**src/logic/timer_defs.svh**
```systemverilog
// Register map, field positions, reset values and divider counts
`ifndef TIMER_DEFS_SVH
`define TIMER_DEFS_SVH

// ---------------------------------------------------------------
// Register offsets
// ---------------------------------------------------------------
`define ADDR_CTRL 4'h0
`define ADDR_CLKSEL 4'h1
`define ADDR_IRQEN 4'h2
`define ADDR_CNT_LO 4'h3
`define ADDR_CNT_HI 4'h4
`define ADDR_RLD_LO 4'h5
`define ADDR_RLD_HI 4'h6
`define ADDR_STATUS 4'h7
`define ADDR_MASK 4'h8

// ---------------------------------------------------------------
// Field positions
// ---------------------------------------------------------------
`define CTRL_HOF 7
`define CTRL_LOF 6
`define CTRL_LIE 5
`define CTRL_CEN 4
`define CTRL_SPLIT 3
`define CTRL_RUN 2
`define CTRL_XCLK 0
`define CTRL_WMASK 8'hFD
`define CLK_LO_BIT 0
`define CLK_HI_BIT 1
`define IRQEN_BIT 0
`define EV_HOF 0
`define EV_LOF 1
`define EV_CAP 2

// ---------------------------------------------------------------
// Reset values
// ---------------------------------------------------------------
`define CTRL_RST 8'h00
`define CLKSEL_RST 2'h0
`define BYTE_RST 8'h00
`define EV_RST 3'h0

// ---------------------------------------------------------------
// Divider counts
// ---------------------------------------------------------------
`define DIV12_LAST 4'hB
`define EXT_DIV_LAST 3'h7

`endif

```
**src/logic/timer_pkg.sv**
```systemverilog
// Types shared by the reload timer
package timer_pkg;

    typedef enum logic [1:0] {
        MODE_WIDE = 2'b00,
        MODE_SPLIT = 2'b01,
        MODE_CAPTURE = 2'b10
    } mode_t;

endpackage

```
**src/logic/reload_timer_with_capture.sv**
```systemverilog
// Reload timer with split and comparator capture modes
`timescale 1ns/1ps
`include "timer_defs.svh"

module reload_timer_with_capture (
    input wire logic sys_clk,
    input wire logic sys_rst,
    input wire logic [3:0] reg_addr,
    input wire logic [7:0] reg_wdata,
    input wire logic reg_wr,
    input wire logic reg_rd,
    output logic [7:0] reg_rdata,
    input wire logic ext_osc,
    input wire logic cmp_out,
    output logic irq
);

    // -----------------------------------------------------------
    // Tick generation
    // -----------------------------------------------------------
    logic [3:0] div12_ff;
    logic [3:0] nxt_div12;
    logic ext_meta_ff;
    logic ext_sync_ff;
    logic ext_prev_ff;
    logic [2:0] ext_div_ff;
    logic [2:0] nxt_ext_div;
    logic cmp_smp_ff;
    logic cmp_prev_ff;
    logic tick12;
    logic ext_edge;
    logic ext_tick;
    logic cmp_rise;

    always_comb begin
        tick12 = (div12_ff == `DIV12_LAST);
        nxt_div12 = tick12 ? 4'h0 : div12_ff + 4'h1;
        ext_edge = ext_sync_ff & ~ext_prev_ff;
        ext_tick = ext_edge && (ext_div_ff == `EXT_DIV_LAST);
        nxt_ext_div = ext_edge ? ext_div_ff + 3'h1 : ext_div_ff;
        cmp_rise = cmp_smp_ff & ~cmp_prev_ff;
    end

    // The first sync stage feeds only the second one
    always_ff @(posedge sys_clk) begin
        if (sys_rst) begin
            div12_ff <= 4'h0;
            ext_meta_ff <= 1'b0;
            ext_sync_ff <= 1'b0;
            ext_prev_ff <= 1'b0;
            ext_div_ff <= 3'h0;
            cmp_smp_ff <= 1'b0;
            cmp_prev_ff <= 1'b0;
        end else begin
            div12_ff <= nxt_div12;
            ext_meta_ff <= ext_osc;
            ext_sync_ff <= ext_meta_ff;
            ext_prev_ff <= ext_sync_ff;
            ext_div_ff <= nxt_ext_div;
            cmp_smp_ff <= cmp_out;
            cmp_prev_ff <= cmp_smp_ff;
        end
    end

    // -----------------------------------------------------------
    // Counter, reload and register state
    // -----------------------------------------------------------
    logic [7:0] ctrl_ff;
    logic [7:0] nxt_ctrl;
    logic [1:0] clksel_ff;
    logic [1:0] nxt_clksel;
    logic irqen_ff;
    logic nxt_irqen;
    logic [7:0] cnt_lo_ff;
    logic [7:0] nxt_cnt_lo;
    logic [7:0] cnt_hi_ff;
    logic [7:0] nxt_cnt_hi;
    logic [7:0] rld_lo_ff;
    logic [7:0] nxt_rld_lo;
    logic [7:0] rld_hi_ff;
    logic [7:0] nxt_rld_hi;
    logic [2:0] status_ff;
    logic [2:0] nxt_status;
    logic [2:0] mask_ff;
    logic [2:0] nxt_mask;
    logic [15:0] cnt16;
    logic [15:0] rld16;
    logic run;
    logic tick_lo;
    logic tick_hi;
    logic hof_set;
    logic lof_set;
    logic cap_set;
    timer_pkg::mode_t mode;

    assign cnt16 = {cnt_hi_ff, cnt_lo_ff};
    assign rld16 = {rld_hi_ff, rld_lo_ff};

    always_comb begin
        nxt_ctrl = ctrl_ff;
        nxt_clksel = clksel_ff;
        nxt_irqen = irqen_ff;
        nxt_cnt_lo = cnt_lo_ff;
        nxt_cnt_hi = cnt_hi_ff;
        nxt_rld_lo = rld_lo_ff;
        nxt_rld_hi = rld_hi_ff;
        nxt_status = status_ff;
        nxt_mask = mask_ff;
        hof_set = 1'b0;
        lof_set = 1'b0;
        cap_set = 1'b0;
        run = ctrl_ff[`CTRL_RUN];
        if (ctrl_ff[`CTRL_SPLIT]) begin
            mode = timer_pkg::MODE_SPLIT;
        end else if (ctrl_ff[`CTRL_CEN]) begin
            mode = timer_pkg::MODE_CAPTURE;
        end else begin
            mode = timer_pkg::MODE_WIDE;
        end
        // Capture never runs from the external divider
        tick_lo = clksel_ff[`CLK_LO_BIT] ? 1'b1 :
            ((ctrl_ff[`CTRL_XCLK] && mode != timer_pkg::MODE_CAPTURE)
            ? ext_tick : tick12);
        tick_hi = clksel_ff[`CLK_HI_BIT] ? 1'b1 :
            (ctrl_ff[`CTRL_XCLK] ? ext_tick : tick12);
        unique case (mode)
            timer_pkg::MODE_SPLIT: begin
                // Low half ignores run while split
                if (tick_lo) begin
                    if (cnt_lo_ff == 8'hFF) begin
                        nxt_cnt_lo = rld_lo_ff;
                        lof_set = 1'b1;
                    end else begin
                        nxt_cnt_lo = cnt_lo_ff + 8'h01;
                    end
                end
                if (run && tick_hi) begin
                    if (cnt_hi_ff == 8'hFF) begin
                        nxt_cnt_hi = rld_hi_ff;
                        hof_set = 1'b1;
                    end else begin
                        nxt_cnt_hi = cnt_hi_ff + 8'h01;
                    end
                end
            end
            timer_pkg::MODE_WIDE, timer_pkg::MODE_CAPTURE: begin
                if (run && tick_lo) begin
                    if (cnt16 == 16'hFFFF) begin
                        nxt_cnt_hi = rld_hi_ff;
                        nxt_cnt_lo = rld_lo_ff;
                        hof_set = 1'b1;
                        lof_set = 1'b1;
                    end else begin
                        {nxt_cnt_hi, nxt_cnt_lo} = cnt16 + 16'h0001;
                        lof_set = (cnt_lo_ff == 8'hFF);
                    end
                end
                if (mode == timer_pkg::MODE_CAPTURE && cmp_rise) begin
                    nxt_rld_hi = cnt_hi_ff;
                    nxt_rld_lo = cnt_lo_ff;
                    hof_set = 1'b1;
                    cap_set = 1'b1;
                end
            end
        endcase
        // A write in the same cycle overrides the counter and reload updates
        if (reg_wr) begin
            unique case (reg_addr)
                `ADDR_CTRL: nxt_ctrl = reg_wdata & `CTRL_WMASK;
                `ADDR_CLKSEL: nxt_clksel = reg_wdata[1:0];
                `ADDR_IRQEN: nxt_irqen = reg_wdata[`IRQEN_BIT];
                `ADDR_CNT_LO: nxt_cnt_lo = reg_wdata;
                `ADDR_CNT_HI: nxt_cnt_hi = reg_wdata;
                `ADDR_RLD_LO: nxt_rld_lo = reg_wdata;
                `ADDR_RLD_HI: nxt_rld_hi = reg_wdata;
                `ADDR_STATUS: nxt_status = status_ff & ~reg_wdata[2:0];
                `ADDR_MASK: nxt_mask = reg_wdata[2:0];
                default: ;
            endcase
        end
        // Hardware sets win over a clearing write; no self clear
        nxt_ctrl[`CTRL_HOF] = nxt_ctrl[`CTRL_HOF] | hof_set;
        nxt_ctrl[`CTRL_LOF] = nxt_ctrl[`CTRL_LOF] | lof_set;
        nxt_status = nxt_status | {cap_set, lof_set, hof_set};
    end

    always_ff @(posedge sys_clk) begin
        if (sys_rst) begin
            ctrl_ff <= `CTRL_RST;
            clksel_ff <= `CLKSEL_RST;
            irqen_ff <= 1'b0;
            cnt_lo_ff <= `BYTE_RST;
            cnt_hi_ff <= `BYTE_RST;
            rld_lo_ff <= `BYTE_RST;
            rld_hi_ff <= `BYTE_RST;
            status_ff <= `EV_RST;
            mask_ff <= `EV_RST;
        end else begin
            ctrl_ff <= nxt_ctrl;
            clksel_ff <= nxt_clksel;
            irqen_ff <= nxt_irqen;
            cnt_lo_ff <= nxt_cnt_lo;
            cnt_hi_ff <= nxt_cnt_hi;
            rld_lo_ff <= nxt_rld_lo;
            rld_hi_ff <= nxt_rld_hi;
            status_ff <= nxt_status;
            mask_ff <= nxt_mask;
        end
    end

    // -----------------------------------------------------------
    // Read data and interrupt output
    // -----------------------------------------------------------
    logic [7:0] nxt_rdata;
    logic nxt_irq;

    always_comb begin
        nxt_rdata = 8'h00;
        if (reg_rd) begin
            unique case (reg_addr)
                `ADDR_CTRL: nxt_rdata = ctrl_ff;
                `ADDR_CLKSEL: nxt_rdata = {6'h00, clksel_ff};
                `ADDR_IRQEN: nxt_rdata = {7'h00, irqen_ff};
                `ADDR_CNT_LO: nxt_rdata = cnt_lo_ff;
                `ADDR_CNT_HI: nxt_rdata = cnt_hi_ff;
                `ADDR_RLD_LO: nxt_rdata = rld_lo_ff;
                `ADDR_RLD_HI: nxt_rdata = rld_hi_ff;
                `ADDR_STATUS: nxt_rdata = {5'h00, status_ff};
                `ADDR_MASK: nxt_rdata = {5'h00, mask_ff};
                default: nxt_rdata = 8'h00;
            endcase
        end
        // Control low flag only requests when its own enable is set; status bits request through the mask
        nxt_irq = (irqen_ff & (ctrl_ff[`CTRL_HOF] |
            (ctrl_ff[`CTRL_LIE] & ctrl_ff[`CTRL_LOF]))) |
            (|(status_ff & mask_ff));
    end

    always_ff @(posedge sys_clk) begin
        if (sys_rst) begin
            reg_rdata <= 8'h00;
            irq <= 1'b0;
        end else begin
            reg_rdata <= nxt_rdata;
            irq <= nxt_irq;
        end
    end

    // -----------------------------------------------------------
    // Checks
    // -----------------------------------------------------------
    a_wide_reload: assert property (
        @(posedge sys_clk) disable iff (sys_rst)
        mode == timer_pkg::MODE_WIDE && run && tick_lo &&
        cnt16 == 16'hFFFF && !reg_wr
        |=> cnt16 == $past(rld16) && ctrl_ff[`CTRL_HOF])
        else $error("wide wrap did not reload");

    a_div12_period: assert property (
        @(posedge sys_clk) disable iff (sys_rst)
        tick12 |=> (!tick12) [*8] ##1 !tick12 ##1 !tick12
        ##1 !tick12 ##1 tick12)
        else $error("divide by twelve tick period wrong");

    a_split_low_free: assert property (
        @(posedge sys_clk) disable iff (sys_rst)
        mode == timer_pkg::MODE_SPLIT && tick_lo &&
        cnt_lo_ff != 8'hFF && !reg_wr
        |=> cnt_lo_ff == 8'($past(cnt_lo_ff) + 8'h01))
        else $error("split low half did not count");

    a_split_high_hold: assert property (
        @(posedge sys_clk) disable iff (sys_rst)
        mode == timer_pkg::MODE_SPLIT && !run && !reg_wr
        |=> $stable(cnt_hi_ff))
        else $error("stopped high half moved");

    a_split_low_flag: assert property (
        @(posedge sys_clk) disable iff (sys_rst)
        mode == timer_pkg::MODE_SPLIT && tick_lo &&
        cnt_lo_ff == 8'hFF && !reg_wr
        |=> ctrl_ff[`CTRL_LOF] && cnt_lo_ff == $past(rld_lo_ff))
        else $error("split low wrap missed flag or reload");

    a_flag_sticky: assert property (
        @(posedge sys_clk) disable iff (sys_rst)
        ctrl_ff[`CTRL_HOF] && !reg_wr |=> ctrl_ff[`CTRL_HOF])
        else $error("high flag cleared by hardware");

    a_capture_copy: assert property (
        @(posedge sys_clk) disable iff (sys_rst)
        mode == timer_pkg::MODE_CAPTURE && cmp_rise && !reg_wr
        |=> rld16 == $past(cnt16) && ctrl_ff[`CTRL_HOF]
        && status_ff[`EV_CAP])
        else $error("capture did not copy count");

    a_irq_high: assert property (
        @(posedge sys_clk) disable iff (sys_rst)
        irqen_ff && ctrl_ff[`CTRL_HOF] |=> irq)
        else $error("high overflow gave no interrupt");

    a_irq_low: assert property (
        @(posedge sys_clk) disable iff (sys_rst)
        irqen_ff && ctrl_ff[`CTRL_LIE] && ctrl_ff[`CTRL_LOF] |=> irq)
        else $error("low overflow gave no interrupt");

endmodule // reload_timer_with_capture

```
**config.mk**
```make
export PLATFORM = sky130hd
export DESIGN_NAME = reload_timer_with_capture
export DESIGN_NICKNAME = d
export VERILOG_FILES = /design/src/logic/timer_pkg.sv /design/src/logic/reload_timer_with_capture.sv
export VERILOG_INCLUDE_DIRS = /design/src /design/src/logic
export SDC_FILE = /design/constraint.sdc
export NUM_CORES = 1
export LEC_CHECK = 0
export ABC_AREA = 0
export BUFFER_PORTS_ARGS = -buffer_cell sky130_fd_sc_hd__buf_2
export CORE_MARGIN = 2
export CORE_UTILIZATION = 61
export DETAILED_ROUTE_END_ITERATION = 12
export PLACE_DENSITY = 0.83
export SLEW_MARGIN = 10
export SYNTH_ARGS = -nofsm -noshare
export SYNTH_HDL_FRONTEND = slang
export SYNTH_SLANG_ARGS = --single-unit
```
**constraint.sdc**
```tcl
create_clock -name sys_clk -period 3.93 [get_ports sys_clk]
set_clock_uncertainty 0.05 [all_clocks]
set_input_delay 0.1965 -clock sys_clk [delete_from_list [all_inputs] [get_ports sys_clk]]
set_output_delay 0.1965 -clock sys_clk [all_outputs]
set_load 0.02 [all_outputs]
```
==> flow_summary.ini <==
[yosys]
synth_cells = 540
yosys.area_share.simple_pct = 25.4
yosys-top-cells-area = dfxtp_1, mux2i_1, nor2_1
syn_area_sq_um = 4260
ys_types = 69
synthAdderAreaFrac_pct = 1.47
synthMuxAreaShare_pct = 8.91
synth_compound_area_share_pct = 25.8
yosysTopAreaCellShare_pct = 32.5
ys_ff_latch = 69
synth_edf_count = 0
synth-seq-area-share_pct = 32.5
yosys.area.top_type = dfxtp_1
synth_top_family_by_area = compound AO/OA/AOI/OAI gates
synth_flop_cell = dfxtp_1
syn_area_per_cell_sq_um = 7.88
synth-xor-area-share_pct = 0.617
synth_nets = 563
synth-async-reset-ratio_pct = 0
yosys_warnings = 0

[timing]
slew_headroom_pct = 36.1
worst_slew_pin_slew_ns = 0.951
fmax_ghz = 0.358
period_share_pct = 71.0
finalHoldViolations = 1
fin_crit_ns = 2.79
drv_slew = 0
hold_ws_ns = -0.00281
setup_viol = 0
setup_tns_ns = 0
rsz0062_at_grt = no

[power]
p_leak_nw = 1.53
ir_drop_mv = 0.238
switchingPower_mw = 0.396
switching_share_pct = 28.6
clkPwrFrac_pct = 38.4
internal_power_mw = 0.987
p_comb_share_pct = 8.3
power_frac_seq_pct = 53.2
p_per_area_nw_per_um2 = 306

[worst_setup_path]
critPathKind = register to register
end_kind = register
startpoint_type = register
crit_path_top_delay_cell = nor4_4
required_ns = 4.16
timing.rr.end = cnt_lo_ff[4]
crit_fanout = 17
r2r_cells = 6
reg2reg_from = cnt_hi_ff[0]
crit_arrival_ns = 3.02
path_cells = ha_1, nand4_2, nor4_4, a21boi_0, a311o_1, a211oi_2
critical-path-max-stage-delay_ns = 0.88
rrSetupSlack_ns = 1.14

[flow_run]
maxCapViolCount = 0

[die]
rows = 30
start_util_pct = 63.0
die_w_um = 87.5
ioPinCount = 27
core_area_sq_um = 6760
die_y_um = 87.5
die-area_sq_um = 7660

[grt]
grt_pass1_vias = 4166
overflow = 0
track_usage_pct = 36.1
grt_pass1_wl_mm = 21.3
antenna_found_initial = 0
grt_max_degree = 38

[cts]
clk_pin_slew_ns = 0.08
clk_path_buf_depth = 2
clock-sinks = 69
cts_htree_levels = 3
cts_inserted_buffers = 9
clock_latency_ns = 0.36
clockRootBuffer = clkbuf_8
cts_tree = done
post_cts_buffers = 0

[drt]
drtAntennaViolNets = 0
wire_per_inst_um = 20.8
wl_mm = 13.0
drtPass1Iterations = 5
vias = 4326
drt_iter0_drc = 457
drc = 0
routed_via_density = 6.94

[worst_hold_path]
hold_depth = 2
hold_class = input pin to register
min_from = ext_osc
hold_end = ext_meta_ff

[placed_design]
hpwl_mm = 9.05
gp_routability_congestion = 0.979
io_buffers = 26
dp_cells = 606

[final_layout]
final_cells = 623
nets = 561
antenna_cells = 0
layout_common_cells = nor2_1, dfxtp_1, a21oi_1, nand2_1, mux2i_1
syn_to_final_growth_pct = 6.17
nFillCells = 564
post_route_cells_drive_above_1_share_pct = 12.3

[outcome]
violations = hold timing
status = complete, but fails checks
cell type report:
class                   instances  area, sq um  share of cell area [%]
clock inverters                 6         47.5                    1.05
repair buffers                 33          185                    4.10
well taps                      80          100                    2.21
multi-input cells             418         2650                    58.7
clock buffers                  10          128                    2.82
inverters                       7         26.3                   0.581
flip-flops and latches         69         1380                    30.6
routing by layer:
| layer | global-route usage (%) | wire (um) | vias to the layer above |
|---|---|---|---|
| met5 | 0 | 0 | - |
| met3 | 10.7 | 1380 | 45 |
| met2 | 55.2 | 5830 | 254 |
| li1 | - | - | 1994 |
| met4 | 15.9 | 424 | 0 |
| met1 | 47.3 | 5320 | 2033 |
cells in the mapped netlist, types with 6 or more instances:
cell,instances
a31oi_1,6
mux2_2,7
clkbuf_1,25
nand2_1,44
a211oi_1,24
nand4_1,6
o21ai_0,16
nor2b_1,14
a22oi_1,7
o31ai_1,6
a21oi_1,50
inv_1,7
dfxtp_1,69
mux2i_1,30
nor3_1,15
nor2_1,69
and3_1,8
buf_2,18
nand3_1,24
power by group through the flow:
stage	clock network (mW)	logic [mW]	registers, mW
final	0.532	0.115	0.736
after CTS	0.534	0.113	0.735
after detailed placement	0	0.112	0.752
after global placement	0	0.109	0.751
after global routing	0.562	0.125	0.739
after floorplan	0	0.0811	0.741
kinds of logic (layout without fill, tap and decap cells):
group | after synthesis | after routing
muxes | 37 | 37
and+or+nand+nor | 213 | 213
DFF | 69 | 69
xor gates and xnor gates | 3 | 3
adders and majority gates | 5 | 5
AOI/OAI and AO/OA | 160 | 160
buffers and inverters | 53 | 56
state kept, by name, indices dropped and copies added (netlist names):
signal       flops
cnt_hi_ff        8
cnt_lo_ff        8
reg_rdata        8
rld_hi_ff        8
rld_lo_ff        8
ctrl_ff          7
div12_ff         4
ext_div_ff       3
mask_ff          3
status_ff        3
clksel_ff        2
cmp_prev_ff      1
cmp_smp_ff       1
ext_meta_ff      1
ext_prev_ff      1
ext_sync_ff      1
irq              1
irqen_ff         1
repair_timing:
item / CTS / global route
hold endpoints to repair: 1 / 0
hold buffers: 1 / 0
gates resized for setup: 0 / 0
worst max-delay path: cells and delay by family, from the launching register on:
family | cells | cell delay (ns)
flops | 1 | 0.48
fa+ha+maj | 1 | 0.32
simple gates | 2 | 1.09
compound gates | 3 | 0.78
metrics by stage:
step	setup WS [ns]	util, %	total power [mW]	cell area [sq um]
floorplan	1.70	-	0.822	4260
detailed placement	1.21	64.1	0.863	4330
global route	0.986	66.9	1.43	4520
finish	1.14	66.9	1.38	4520
global placement	1.28	64.1	0.861	4330
CTS	1.21	66.9	1.38	4520
how the worst max path moves through the flow:
stage,endpoint,depth (start not counted),slack [ns],from
after floorplan,cnt_hi_ff[4],8,1.70,cnt_lo_ff[0]
after global placement,cnt_lo_ff[4],6,1.28,cnt_hi_ff[1]
final,cnt_lo_ff[4],6,1.14,cnt_hi_ff[0]
after global routing,cnt_lo_ff[4],6,0.99,cnt_hi_ff[0]
after detailed placement,cnt_lo_ff[4],6,1.21,cnt_hi_ff[1]
after CTS,cnt_lo_ff[4],6,1.21,cnt_hi_ff[1]
Power figures use the tool's default switching activity.
